`config.mk`:
```
export PLATFORM = sky130hd
export DESIGN_NAME = adcslc_launch_ctrl
export DESIGN_NICKNAME = d
export VERILOG_FILES = /design/src/hdl/adcslc_pkg.sv /design/src/hdl/adcslc_pick_if.sv /design/src/hdl/adcslc_chan_pick.sv /design/src/hdl/adcslc_launch_ctrl.sv
export SDC_FILE = /design/constraint.sdc
export NUM_CORES = 1
export LEC_CHECK = 0
export ABC_AREA = 1
export BUFFER_PORTS_ARGS = -buffer_cell sky130_fd_sc_hd__buf_2
export CAP_MARGIN = 20
export CORE_MARGIN = 2
export CORE_UTILIZATION = 55
export CTS_BUF_LIST = sky130_fd_sc_hd__clkbuf_8 sky130_fd_sc_hd__clkbuf_16
export DETAILED_ROUTE_END_ITERATION = 12
export PLACE_DENSITY = 0.89
export SLEW_MARGIN = 25
export SYNTH_ARGS = -nofsm -noshare
export SYNTH_HDL_FRONTEND = slang
export SYNTH_SLANG_ARGS = --single-unit
```
`constraint.sdc`:
```
create_clock -name clk -period 3.3 [get_ports clk]
set_clock_uncertainty 0.05 [all_clocks]
set_input_delay 0.165 -clock clk [delete_from_list [all_inputs] [get_ports clk]]
set_output_delay 0.165 -clock clk [all_outputs]
set_load 0.01 [all_outputs]
```
`src/hdl/adcslc_pkg.sv`:
```
// constants for the conversion sequence launch control block
// assumes an apb master on the system clock and an external conversion engine
package adcslc_pkg;
    localparam logic [31:0] ADDR_SEQ_CTRL   = 32'h4001c008;
    localparam logic [31:0] ADDR_SEQ_RESULT = 32'h4001c010;
    localparam logic [31:0] ADDR_SEQ_FLAGS  = 32'h4001c0f0;

    localparam int CTRL_CHAN_LSB = 0;
    localparam int CTRL_CHAN_MSB = 11;
    localparam int CTRL_TSEL_LSB = 12;
    localparam int CTRL_TSEL_MSB = 14;
    localparam int CTRL_EDGE     = 18;
    localparam int CTRL_BYPASS   = 19;
    localparam int CTRL_LAUNCH   = 26;
    localparam int CTRL_BURST    = 27;
    localparam int CTRL_STEP     = 28;
    localparam int CTRL_MODE     = 30;
    localparam int CTRL_ENA      = 31;

    localparam int RES_DATA_LSB  = 4;
    localparam int RES_DATA_MSB  = 15;
    localparam int RES_CHAN_LSB  = 26;
    localparam int RES_CHAN_MSB  = 29;
    localparam int RES_OVR       = 30;
    localparam int RES_VALID     = 31;

    localparam int FLG_SEQDONE   = 0;
    localparam int FLG_OVR_EN    = 1;
    localparam int FLG_BUSY      = 2;

    localparam int NUM_CHAN      = 12;
    localparam int NUM_TRIG      = 8;
    localparam logic [3:0] CHAN_FIRST = 4'h0;
    localparam logic [3:0] CHAN_STEP  = 4'h1;
    localparam logic [31:0] RESET_WORD = 32'h00000000;

    typedef enum logic [1:0] {
        ST_IDLE  = 2'b00,
        ST_START = 2'b01,
        ST_BUSY  = 2'b11
    } adcslc_state_t;
endpackage

```
`src/hdl/adcslc_pick_if.sv`:
```
// channel search request and answer between the control and a picker
// assumes one picker module per interface instance
`timescale 1ns/1ps
interface adcslc_pick_if;
    logic [11:0] mask;
    logic [3:0]  fromPos;
    logic [3:0]  chan;
    logic        found;
    modport user   (output mask, output fromPos, input chan, input found);
    modport picker (input mask, input fromPos, output chan, output found);
endinterface

```
`src/hdl/adcslc_chan_pick.sv`:
```
// finds the lowest enabled channel at or above a start position
// assumes the start position may run one past the highest channel
`timescale 1ns/1ps
module adcslc_chan_pick
    import adcslc_pkg::*;
(
    adcslc_pick_if.picker pick
);
    logic [3:0] hitChan;
    logic       hit;

    // lowest set bit not below the start position
    always_comb begin
        hitChan = CHAN_FIRST;
        hit     = 1'b0;
        for (int i = NUM_CHAN - 1; i >= 0; i--) begin
            if (pick.mask[i] && (4'(i) >= pick.fromPos)) begin
                hitChan = 4'(i);
                hit     = 1'b1;
            end
        end
    end

    assign pick.chan  = hitChan;
    assign pick.found = hit;
endmodule

```
`src/hdl/adcslc_launch_ctrl.sv`:
```
// sequence launch control: apb registers, triggers, channel order, flags
// assumes synchronous trigger inputs and an engine that answers each start once
//
// Design decision made here: register access over APB.
`timescale 1ns/1ps
module adcslc_launch_ctrl
    import adcslc_pkg::*;
(
    input  wire logic        clk,
    input  wire logic        rst_b,
    input  wire logic        psel,
    input  wire logic        penable,
    input  wire logic        pwrite,
    input  wire logic [31:0] paddr,
    input  wire logic [31:0] pwdata,
    output logic      [31:0] prdata,
    output logic             pready,
    output logic             pslverr,
    input  wire logic [7:0]  hwTrig,
    output logic             convStart,
    output logic      [3:0]  convChan,
    input  wire logic        convDone,
    input  wire logic [11:0] convResult,
    output logic             seqIntFlag,
    output logic             ovrIrqReq
);
    // ----------------------------------------
    // state
    // ----------------------------------------
    adcslc_state_t stateFf, nxtState;
    logic [11:0] chanMaskFf;
    logic [2:0]  trigSelFf;
    logic        edgeSelFf, bypassFf, burstFf, stepFf, modeFf, enaFf;
    logic        launchReqFf, prevTrigFf, seqDoneFf, ovrEnFf;
    logic [3:0]  posFf, nxtPos, curChanFf, nxtChan;
    logic [11:0] resultFf;
    logic [3:0]  resChanFf;
    logic        validFf, overrunFf;
    logic [31:0] prdataFf;
    logic        preadyFf, pslverrFf, convStartFf, seqIntFf, ovrIrqFf;
    adcslc_pick_if pickPos ();
    adcslc_pick_if pickLow ();
    adcslc_pick_if pickNext ();

    // ----------------------------------------
    // apb decode
    // ----------------------------------------
    wire        accessPh  = psel && penable;
    wire        apbDone   = accessPh && preadyFf;
    wire        hitCtrl   = (paddr == ADDR_SEQ_CTRL);
    wire        hitRes    = (paddr == ADDR_SEQ_RESULT);
    wire        hitFlg    = (paddr == ADDR_SEQ_FLAGS);
    wire        mapped    = hitCtrl || hitRes || hitFlg;
    wire        wrCtrl    = apbDone && pwrite && hitCtrl;
    wire        wrFlg     = apbDone && pwrite && hitFlg;
    wire        rdRes     = apbDone && !pwrite && hitRes;
    wire        doneClr   = wrFlg && pwdata[FLG_SEQDONE];
    wire [31:0] ctrlWord  = {enaFf, modeFf, 1'b0, stepFf, burstFf, 1'b0, 6'h00,
                             bypassFf, edgeSelFf, 3'h0, trigSelFf, chanMaskFf};
    wire [31:0] resWord   = {validFf, overrunFf, resChanFf, 10'h000, resultFf, 4'h0};
    wire [31:0] flgWord   = {29'h00000000, (stateFf != ST_IDLE), ovrEnFf, seqDoneFf};
    wire [31:0] rdMux     = hitCtrl ? ctrlWord : hitRes ? resWord : hitFlg ? flgWord
                                    : RESET_WORD;

    always_ff @(posedge clk or negedge rst_b) begin
        if (!rst_b) begin
            preadyFf  <= 1'b0;
            pslverrFf <= 1'b0;
            prdataFf  <= RESET_WORD;
        end else begin
            preadyFf  <= accessPh && !preadyFf;
            pslverrFf <= accessPh && !preadyFf && !mapped;
            if (accessPh && !preadyFf) begin
                prdataFf <= pwrite ? RESET_WORD : rdMux;
            end
        end
    end

    // ----------------------------------------
    // control register
    // ----------------------------------------
    always_ff @(posedge clk or negedge rst_b) begin
        if (!rst_b) begin
            chanMaskFf <= 12'h000;
            trigSelFf  <= 3'h0;
            {edgeSelFf, bypassFf, burstFf, stepFf, modeFf, enaFf} <= 6'h00;
            ovrEnFf    <= 1'b0;
        end else begin
            if (wrCtrl) begin
                chanMaskFf <= pwdata[CTRL_CHAN_MSB:CTRL_CHAN_LSB];
                trigSelFf  <= pwdata[CTRL_TSEL_MSB:CTRL_TSEL_LSB];
                edgeSelFf  <= pwdata[CTRL_EDGE];
                bypassFf   <= pwdata[CTRL_BYPASS];
                burstFf    <= pwdata[CTRL_BURST];
                stepFf     <= pwdata[CTRL_STEP];
                modeFf     <= pwdata[CTRL_MODE];
                enaFf      <= pwdata[CTRL_ENA];
            end
            if (wrFlg) begin
                ovrEnFf <= pwdata[FLG_OVR_EN];
            end
        end
    end

    // ----------------------------------------
    // triggers
    // ----------------------------------------
    // launch bit lives one cycle, after the enable of the same write is in place
    wire rawTrig   = hwTrig[trigSelFf];
    wire effTrig   = enaFf && (edgeSelFf ? rawTrig : !rawTrig);
    wire hwEdge    = effTrig && !prevTrigFf;
    wire trigEvent = hwEdge || launchReqFf;
    wire idle      = (stateFf == ST_IDLE);
    wire launch    = idle && enaFf && pickLow.found
                     && (burstFf || trigEvent);

    always_ff @(posedge clk or negedge rst_b) begin
        if (!rst_b) begin
            launchReqFf <= 1'b0;
            prevTrigFf  <= 1'b0;
        end else begin
            launchReqFf <= wrCtrl && pwdata[CTRL_LAUNCH];
            prevTrigFf  <= effTrig;
        end
    end

    // ----------------------------------------
    // channel order
    // ----------------------------------------
    assign pickPos.mask     = chanMaskFf;
    assign pickPos.fromPos  = posFf;
    assign pickLow.mask     = chanMaskFf;
    assign pickLow.fromPos  = CHAN_FIRST;
    assign pickNext.mask    = chanMaskFf;
    assign pickNext.fromPos = 4'(curChanFf + CHAN_STEP);

    adcslc_chan_pick uPickPos  (.pick(pickPos));
    adcslc_chan_pick uPickLow  (.pick(pickLow));
    adcslc_chan_pick uPickNext (.pick(pickNext));

    wire [3:0] launchChan = pickPos.found ? pickPos.chan : pickLow.chan;
    wire       passEnd    = !pickNext.found;
    wire       busyDone   = (stateFf == ST_BUSY) && convDone;

    // ----------------------------------------
    // sequencer
    // ----------------------------------------
    always_comb begin
        nxtState = stateFf;
        nxtChan  = curChanFf;
        nxtPos   = posFf;
        case (stateFf)
            ST_IDLE: begin
                if (launch) begin
                    nxtState = ST_START;
                    nxtChan  = launchChan;
                end
            end
            ST_START: begin
                nxtState = ST_BUSY;
            end
            ST_BUSY: begin
                if (convDone) begin
                    nxtPos = passEnd ? CHAN_FIRST : 4'(curChanFf + CHAN_STEP);
                    if (!enaFf) begin
                        nxtState = ST_IDLE;
                    end else if (passEnd) begin
                        nxtState = burstFf ? ST_START : ST_IDLE;
                        nxtChan  = pickLow.chan;
                    end else if (stepFf && !burstFf) begin
                        nxtState = ST_IDLE;
                    end else begin
                        nxtState = ST_START;
                        nxtChan  = pickNext.chan;
                    end
                end
            end
            default: begin
                nxtState = ST_IDLE;
            end
        endcase
    end

    always_ff @(posedge clk or negedge rst_b) begin
        if (!rst_b) begin
            stateFf     <= ST_IDLE;
            posFf       <= CHAN_FIRST;
            curChanFf   <= CHAN_FIRST;
            convStartFf <= 1'b0;
        end else begin
            stateFf     <= nxtState;
            posFf       <= nxtPos;
            curChanFf   <= nxtChan;
            convStartFf <= (nxtState == ST_START);
        end
    end

    // ----------------------------------------
    // result and flags
    // ----------------------------------------
    always_ff @(posedge clk or negedge rst_b) begin
        if (!rst_b) begin
            resultFf  <= 12'h000;
            resChanFf <= 4'h0;
            validFf   <= 1'b0;
            overrunFf <= 1'b0;
            seqDoneFf <= 1'b0;
        end else begin
            if (busyDone) begin
                resultFf  <= convResult;
                resChanFf <= curChanFf;
                validFf   <= 1'b1;
                overrunFf <= (validFf || overrunFf) && !rdRes;
            end else if (rdRes) begin
                validFf   <= 1'b0;
                overrunFf <= 1'b0;
            end
            if (busyDone && passEnd) begin
                seqDoneFf <= 1'b1;
            end else if (doneClr) begin
                seqDoneFf <= 1'b0;
            end
        end
    end

    always_ff @(posedge clk or negedge rst_b) begin
        if (!rst_b) begin
            seqIntFf <= 1'b0;
            ovrIrqFf <= 1'b0;
        end else begin
            seqIntFf <= modeFf ? seqDoneFf : validFf;
            ovrIrqFf <= !modeFf && ovrEnFf && overrunFf;
        end
    end

    assign prdata     = prdataFf;
    assign pready     = preadyFf;
    assign pslverr    = pslverrFf;
    assign convStart  = convStartFf;
    assign convChan   = curChanFf;
    assign seqIntFlag = seqIntFf;
    assign ovrIrqReq  = ovrIrqFf;
endmodule

```
==> flow_summary.ini, run 1 <==
[yosys]
yosysUniqueCellTypes = 45
synth-seq-area-share_pct = 45.6
yosysTopAreaCellShare_pct = 45.6
synth_edf_count = 0
yosysMostFrequentCell = nand2_1
yosys-top-cells-area = dfrtp_1 (46%), nand2_1 (14%), nand3_1 (5.1%)
synth_area_per_cell_sq_um = 8.01
synth_area_leader_cell = dfrtp_1
synth_common_cells = nand2_1 (162), dfrtp_1 (82), inv_1 (56), nand3_1 (46), nor2_1 (40)
async_flop_share_pct = 100
ys_seq_elements = 82
yosys_most_used_dff = dfrtp_1
postSynthCellCount = 562
yosys_warnings = 0
synth_area_sq_mm = 0.00450

[timing]
drv_slew = 0
relSlewSlack_pct = 36.0
period_share_pct = 72.8
whs_ns = 0.0212
timing.fmax_ghz = 0.416
fin_crit_ns = 2.40
fin_ws_ns = 0.896
fin_setup_tns_ns = 0
worstMarginPinSlew_ns = 0.957
setup_viol = 0
finalHoldViolations = 0
rsz0062_at_grt = no

[clock_network]
cts-root-buf = clkbuf_8
cts_buffer_depth = 2
cts_hold_buf = 32
path_clk_slew_ns = 0.09
cts-resized-gates = 0
cts_buffers = 9
cts.sinks = 82
clk_latency_ns = 0.35
h-tree-depth = 3
tritoncts = built
postCtsSetupRepairBufs = 0

[grt]
grt_max_degree = 83
antenna_found_initial = 0
grt_pass1_wl_um = 20600
first_global_vias = 4319
grt_usage_pct = 29.8
grt_overflow = 0

[critical_path]
crit_slowest_cell = dfrtp_1
crit_fanout = 8
crit_required_ns = 3.48
start_kind = flip-flop
r2r_slack_ns = 0.90
crit-reg2reg-capture = convChan[1]$_DFFE_PN0P_
reg2reg_from = convChan[0]$_DFFE_PN0P_
end_kind = flip-flop
cp_common_cell = nand2_1
worst-setup-path-type = flip-flop to flip-flop
slowest_delay_ns = 0.50
crit_family = simple AND/OR/NAND/NOR gates
path_cells = ha_1 -> inv_1 -> nand2_2 -> nand2_4 -> inv_2 -> o211ai_2 -> nand2_2 -> nor2_4 -> nand3_4 -> inv_4 -> a21oi_1 -> nand2_1 -> nand2_1 -> nand2_1 -> o21ai_1
rr_worst_depth = 15
crit_buf_inv = 3
cp_data_arrival_time_ns = 2.59

[route]
dr.pass1.iters = 5
wl_um = 12400
route.detailed.drc = 0
postRouteAntennaNets = 0
drtIter0Drc = 298
via_per_inst = 5.43
avgRoutedWirePerCell_um = 15.2
dr_total_vias = 4417

[placed_design]
hpwlAfterDp_um = 8920
pre_cts_ws_ns = 0.950
place_congestion = 0.920
numPortBuffers = 112

[die]
core_region_area_sq_mm = 0.00781
die_area_sq_mm = 0.00892
pin_count = 131
start_util_pct = 57.6
die_h_um = 94.4
die_x_um = 94.4
num_rows = 32

[min_path]
hold_depth = 2
hold_path_class = primary input to flip-flop
worstHoldStart = pwrite
worstHoldEndpoint = prdata[14]$_DFFE_PN0P_

[finish]
antennaDiodeCount = 0
synthToLayoutAreaGrowth_pct = 25.7
num-nets-final = 800
layout-drive-gt1-share_pct = 25.0

[power]
power_leakage_nw = 3.16
powerDensity_mw_per_mm2 = 390
power_w = 0.00221
peakVddDrop_v = 0.000214

[job]
cap_violations = 0

[run_status]
status = finished, final reports clean
flip-flops by register name (all words and copies together) (netlist names), 2 cells and up:
register / flops
trigSelFf: 3
chanMaskFf: 12
prdata: 24
stateFf: 2
pickPos.fromPos: 4
resultFf: 12
convChan: 4
resChanFf: 4
per-layer routing:
metal  vias up  routed length, um  global-route usage, %  share of wire [%]
li1       2122                  -                      -                  -
met1      2061               5290                   39.8                 43
met2       199               5920                   49.2                 48
met3        35                849                   5.11                6.8
met4         0                332                   10.4                2.7
met5         -                  0                      0                  0
area by class of cell:
class	instances	area, sq um
repair buffers	146	902
fillers	628	2150
flip-flops and latches	82	2050
multi-input cells	406	2130
clock inverters	7	81.3
clock buffers	9	124
inverters	62	238
well taps	102	128
kinds of logic (layout without fill, tap and decap cells):
group | Yosys count | after routing | synth area share, %
and+or+nand+nor | 298 | 298 | 30.1
DFF | 82 | 82 | 45.6
buffers and inverters | 81 | 224 | 7.59
AOI/OAI and AO/OA | 78 | 78 | 11.0
muxes | 19 | 19 | 4.76
adders and majority gates | 3 | 3 | 0.834
other | 1 | 8 | 0.0833
power by group:
group	switching (W)	internal (W)
Sequential	0.0000691	0.00110
Combinational	0.000158	0.000133
Clock	0.000386	0.000362
cells in the final DEF, fill, tap and decap left out, types with 8 or more instances in the layout:
master,netlist,routed
clkbuf_8,0,9
nand3_1,46,46
mux2_2,12,12
dfrtp_1,82,82
inv_1,56,56
nand2_1,162,162
conb_1,1,8
dlygate4sd3_1,0,32
buf_2,2,111
nand4_1,10,10
nand2_2,14,14
o21ai_0,36,36
nor2_1,40,40
a21oi_1,8,8
worst max path at each step:
stage | from | endpoint | slack, ns | cells past startpoint
2_1_floorplan | convChan[0]$_DFFE_PN0P_ | convChan[0]$_DFFE_PN0P_ | 1.23 | 16
3_3_place_gp | convChan[0]$_DFFE_PN0P_ | convChan[0]$_DFFE_PN0P_ | 1.00 | 16
3_5_place_dp | convChan[0]$_DFFE_PN0P_ | convChan[0]$_DFFE_PN0P_ | 0.95 | 16
4_1_cts | convChan[0]$_DFFE_PN0P_ | convChan[1]$_DFFE_PN0P_ | 0.92 | 15
5_1_grt | convChan[0]$_DFFE_PN0P_ | convChan[0]$_DFFE_PN0P_ | 0.74 | 16
6_report | convChan[0]$_DFFE_PN0P_ | convChan[1]$_DFFE_PN0P_ | 0.90 | 15
stage by stage:
stage               instance area (sq um)  util [%]  std cells
floorplan                            4530         -        569
global placement                     5130      65.7        766
detailed placement                   5130      65.7        766
CTS                                  5650      72.4        814
global route                         5660      72.5        814
finish                               5660      72.5        814
Note: power is estimated with default switching activity, not from simulation.
==> run 2, diff against run 1 <==
--- a/config.mk
+++ b/config.mk
@@ -9,10 +9,10 @@
 export BUFFER_PORTS_ARGS = -buffer_cell sky130_fd_sc_hd__buf_2
 export CAP_MARGIN = 20
 export CORE_MARGIN = 2
-export CORE_UTILIZATION = 55
+export CORE_UTILIZATION = 47
 export CTS_BUF_LIST = sky130_fd_sc_hd__clkbuf_8 sky130_fd_sc_hd__clkbuf_16
 export DETAILED_ROUTE_END_ITERATION = 12
-export PLACE_DENSITY = 0.89
+export PLACE_DENSITY = 0.81
 export SLEW_MARGIN = 25
 export SYNTH_ARGS = -nofsm -noshare
 export SYNTH_HDL_FRONTEND = slang
==> constraint.sdc (replaced) <==
create_clock -name clk -period 2 [get_ports clk]
set_clock_uncertainty 0.05 [all_clocks]
set_input_delay 0.1 -clock clk [delete_from_list [all_inputs] [get_ports clk]]
set_output_delay 0.1 -clock clk [all_outputs]
set_load 0.01 [all_outputs]
==> flow_summary.ini, run 2 (synthesis results as in run 1) <==
[run_status]
status = complete, but fails checks
violations = setup timing

[route]
route.detailed.drc = 0
dr.pass1.iters = 5
via_per_inst = 5.14
postRouteAntennaNets = 0
drtIter0Drc = 302
avgRoutedWirePerCell_um = 15.1
wl_um = 13400
dr_total_vias = 4584

[power]
powerDensity_mw_per_mm2 = 581
power_leakage_nw = 3.42
power_frac_comb_pct = 13.7
clkPwrFrac_pct = 32.5
seq_power_share_pct = 53.8
peakVddDrop_v = 0.000325
p_sw_w = 0.000974
p_int_w = 0.00261
swShare_pct = 27.2

[finish]
antennaDiodeCount = 0
register_area_sq_mm = 0.00206
layout-drive-gt1-share_pct = 30.3
largest_reg_flops = 24
num-nets-final = 850
synthToLayoutAreaGrowth_pct = 37.2
design_area_sq_mm = 0.00617
mostFrequentLayoutCell = nand2_1
num-fill-cells = 780
mostFrequentLayoutCells = nand2_1 (159), buf_2 (111), dfrtp_1 (79)
multi_input_comb_area_sq_mm = 0.00220

[critical_path]
end_kind = flip-flop
crit_fanout = 7
cp_data_arrival_time_ns = 2.33
start_kind = flip-flop
crit_buf_inv = 4
crit_required_ns = 2.26
slowest_delay_ns = 0.47
crit_slowest_cell = dfrtp_2
path_cells = ha_4 -> inv_4 -> nand2_4 -> nand2_8 -> inv_4 -> o211ai_4 -> nand2_2 -> nor2_4 -> nand3_4 -> inv_4 -> o21ai_4 -> nand2_4 -> nand2_2 -> inv_2 -> nand2_1 -> nand2_1
crit_family = simple AND/OR/NAND/NOR gates
worst-setup-path-type = flip-flop to flip-flop
cp_common_cell = inv_4

[clock_network]
cts-root-buf = clkbuf_8
clk_latency_ns = 0.36
h-tree-depth = 3
cts_buffer_depth = 2
tritoncts = built
cts_buffers = 9
cts.sinks = 82
path_clk_slew_ns = 0.09

[timing]
fin_ws_ns = -0.0669
worstMarginPinSlew_ns = 0.514
drv_slew = 0
rsz0062_at_grt = yes
relSlewSlack_pct = 65.8
timing.fmax_ghz = 0.484
finalHoldViolations = 0
fin_crit_ns = 2.07
setup_viol = 11
period_share_pct = 103

[min_path]
hold_path_class = primary input to flip-flop

[placed_design]
numPortBuffers = 112
hpwlAfterDp_um = 10000
place_congestion = 0.969
placed_area_sq_mm = 0.00552
pre_cts_ws_ns = -0.104

[die]
die_h_um = 102
core_region_area_sq_mm = 0.00928
die_area_sq_mm = 0.0104
num_rows = 35
start_util_pct = 48.5
pin_count = 131
die_x_um = 102

[grt]
first_global_vias = 4791
grt_pass1_wl_um = 22300
antenna_found_initial = 0
grt_usage_pct = 27.7
grt_max_degree = 46
grt_overflow = 0

[job]
cap_violations = 0
[run 2: repair_timing]
item / CTS / global route
buffers inserted: 1 / 1
setup endpoints to repair: 10 / 11
endpoints found under the hold margin: 75 / 0
pin swaps: 20 / 6
resized for setup: 10 / 8
hold buffers: 38 / 0
[run 2: worst paths after layout]
kind / from / endpoint / slack [ns] / depth (start not counted)
hold reg to reg: prdata[5]$_DFFE_PN0P_ / prdata[5]$_DFFE_PN0P_ / 0.44 / 2
hold / removal: pwdata[0] / chanMaskFf[0]$_DFFE_PN0P_ / 0.02 / 3
max in group asynchronous: rst_b / resChanFf[3]$_DFFE_PN0P_ / 1.08 / 3
min in group asynchronous: rst_b / chanMaskFf[5]$_DFFE_PN0P_ / 0.20 / 2
setup reg to reg: convChan[1]$_DFFE_PN0P_ / convChan[0]$_DFFE_PN0P_ / -0.07 / 16
setup / recovery: convChan[1]$_DFFE_PN0P_ / convChan[0]$_DFFE_PN0P_ / -0.07 / 16
[run 2: worst reg2reg max path, cell delays in order, from the launching register on]
cell      delay [ns]
dfrtp_2         0.47
ha_4            0.21
inv_4           0.06
nand2_4         0.07
nand2_8         0.10
inv_4           0.05
o211ai_4        0.20
nand2_2         0.11
nor2_4          0.13
nand3_4         0.12
inv_4           0.09
o21ai_4         0.06
nand2_4         0.11
nand2_2         0.06
inv_2           0.05
nand2_1         0.04
nand2_1         0.05
[run 2: routing by layer]
layer | track usage, % | vias to the layer above | share of wire, %
met5 | 0 | - | 0
met3 | 6.57 | 23 | 6.0
met2 | 46.8 | 170 | 49
met1 | 35.5 | 2171 | 43
li1 | - | 2220 | -
met4 | 8.41 | 0 | 1.6
[run 2: cell type report]
type,instances,share of cell area (%)
well taps,129,2.61
flip-flops and latches,82,33.3
repair buffers,196,21.4
multi-input cells,406,35.7
clock inverters,7,1.03
clock buffers,9,2.01
inverters,62,3.93
[run 2: power groups by stage]
stage               logic [W]  clock network, W  registers (W)
floorplan            0.000251                 0        0.00193
global placement     0.000407                 0        0.00195
detailed placement   0.000431                 0        0.00195
CTS                  0.000489           0.00118        0.00193
global route         0.000571           0.00125        0.00195
finish               0.000492           0.00117        0.00193
[run 2: metrics by stage]
stage,cells,hold WS (ns),utilization [%],power (W),TNS [ns]
after floorplan,569,-0.246,-,0.00218,0
after global placement,835,0.0483,59.4,0.00236,-0.00412
after detailed placement,835,0.0552,59.4,0.00238,-0.490
after CTS,890,0.00805,66.1,0.00360,-0.0597
after global routing,891,0.0216,66.5,0.00377,-1.49
final,891,0.0194,66.5,0.00359,-0.282
==> run 3, diff against run 2 <==
--- a/config.mk
+++ b/config.mk
@@ -13,6 +13,7 @@
 export CTS_BUF_LIST = sky130_fd_sc_hd__clkbuf_8 sky130_fd_sc_hd__clkbuf_16
 export DETAILED_ROUTE_END_ITERATION = 12
 export PLACE_DENSITY = 0.81
+export SETUP_SLACK_MARGIN = 0.3
 export SLEW_MARGIN = 25
 export SYNTH_ARGS = -nofsm -noshare
 export SYNTH_HDL_FRONTEND = slang
==> flow_summary.ini, run 3 (synthesis results as in run 1) <==
[run_status]
status = complete, but fails checks
violations = setup timing

[die]
start_util_pct = 48.5
die_area_sq_mm = 0.0104
core_region_area_sq_mm = 0.00928
pin_count = 131
die_x_um = 102
num_rows = 35
die_h_um = 102

[route]
dr.pass1.iters = 5
wl_um = 13300
route.detailed.drc = 0
postRouteAntennaNets = 0
drtIter0Drc = 282
dr_total_vias = 4651
via_per_inst = 5.20
avgRoutedWirePerCell_um = 14.9

[timing]
fin_setup_tns_ns = -0.319
rsz0062_at_grt = yes
setup_viol = 7
relSlewSlack_pct = 63.0
timing.fmax_ghz = 0.482
fin_crit_ns = 2.07
worstMarginPinSlew_ns = 0.541
period_share_pct = 104
drv_slew = 0
finalHoldViolations = 0
fin_ws_ns = -0.0744

[grt]
grt_overflow = 0
grt_max_degree = 44
first_global_vias = 4595
grt_pass1_wl_um = 21800
grt_usage_pct = 27.3
antenna_found_initial = 0

[critical_path]
crit_required_ns = 2.20
worst-setup-path-type = flip-flop to flip-flop
cp_data_arrival_time_ns = 2.28
start_kind = flip-flop
slowest_delay_ns = 0.47
end_kind = flip-flop
crit_fanout = 6
crit_slowest_cell = dfrtp_2
cp_common_cell = inv_4
path_cells = ha_4 -> inv_4 -> nand2_4 -> nand2_8 -> inv_6 -> o211ai_4 -> nand2_2 -> nor2_4 -> nand3_4 -> inv_4 -> o21ai_4 -> buf_4 -> nand3_1 -> nand2_1

[clock_network]
cts_buffers = 9
cts.sinks = 82
path_clk_slew_ns = 0.08
clk_latency_ns = 0.35
tritoncts = built
h-tree-depth = 3
cts_buffer_depth = 2
cts-root-buf = clkbuf_8

[job]
cap_violations = 0

[min_path]
hold_path_class = primary input to flip-flop

[placed_design]
placed_cells = 832
numPortBuffers = 112
placed_area_sq_mm = 0.00550
hpwlAfterDp_um = 9880
place_congestion = 0.936

[finish]
largest_reg_flops = 24
antennaDiodeCount = 0
synthToLayoutAreaGrowth_pct = 38.8
mostFrequentLayoutCells = nand2_1 (159), buf_2 (111), dfrtp_1 (79)
mostFrequentLayoutCell = nand2_1
fin_cells = 895
num-nets-final = 854
layout-drive-gt1-share_pct = 31.6
design_area_sq_mm = 0.00624

[power]
power_leakage_nw = 3.46
power_w = 0.00361
peakVddDrop_v = 0.000582
powerDensity_mw_per_mm2 = 578
## run 3: cell types whose count changed in the layout (fill, tap and decap cells not counted), sizes merged
cell and delta:
clkinvlp -2, buf +4, clkbuf +1, clkinv +2, inv -1
## run 3: worst paths after layout
check                      slack [ns]                     from  cells after the start                         to
hold reg to reg                  0.44    prdata[6]$_DFFE_PN0P_                      2      prdata[6]$_DFFE_PN0P_
min in group asynchronous        0.23                    rst_b                      2    resultFf[2]$_DFFE_PN0P_
hold / removal                   0.03                pwdata[0]                      3  chanMaskFf[0]$_DFFE_PN0P_
max in group asynchronous        1.08                    rst_b                      3      prdata[7]$_DFFE_PN0P_
setup / recovery                -0.07  convChan[0]$_DFFE_PN0P_                     14    convChan[0]$_DFFE_PN0P_
setup reg to reg                -0.07  convChan[0]$_DFFE_PN0P_                     14    convChan[0]$_DFFE_PN0P_
## run 3: repair_timing
action,in CTS,in global routing
pin swaps,11,16
buffers inserted,5,4
resized for setup,9,19
hold buffers,38,0
setup endpoints to repair,11,25
hold endpoints to repair,78,0
gates cloned,0,0
## run 3: layout make-up
type	instances	area, sq um
Timing Repair Buffer	200	1350
Fill cell	783	3040
Clock inverter	6	58.8
Clock buffer	10	138
Tap cell	129	161
Sequential cell	82	2060
Multi-Input combinational cell	406	2240
Inverter	62	245
## run 3: power breakdown
part | internal, W | total (W) | switching, W | leakage, nW
Combinational | 0.000235 | 0.000497 | 0.000262 | 2.26
Clock | 0.000602 | 0.00118 | 0.000580 | 0.105
Sequential | 0.00182 | 0.00193 | 0.000112 | 1.09
Total | 0.00265 | 0.00361 | 0.000954 | 3.46
## run 3: per-stage QoR
stage	hold slack (ns)	util [%]	setup slack [ns]
2_1_floorplan	-0.246	-	0.0329
3_3_place_gp	0.0760	59.2	-0.0466
3_5_place_dp	0.0813	59.2	-0.101
4_1_cts	0.0220	66.3	-0.0537
5_1_grt	0.0442	67.3	-0.230
6_report	0.0318	67.3	-0.0744
## run 3: metal layers
metal  GRT usage, %  vias up  wire [um]  part of all wire, %
li1               -     2236          -                    -
met1           35.1     2213       5760                   43
met2           47.4      180       6560                   49
met3           5.06       22        775                  5.8
met4           7.49        0        227                  1.7
met5              0        -          0                    0
## run 3: worst max-delay path: cells and delay by family, from the launching register on
kind,cells,cell delay [ns]
AOI/OAI and AO/OA,2,0.24
adders and majority gates,1,0.20
buffers and inverters,4,0.34
DFF,1,0.47
and+or+nand+nor,7,0.66
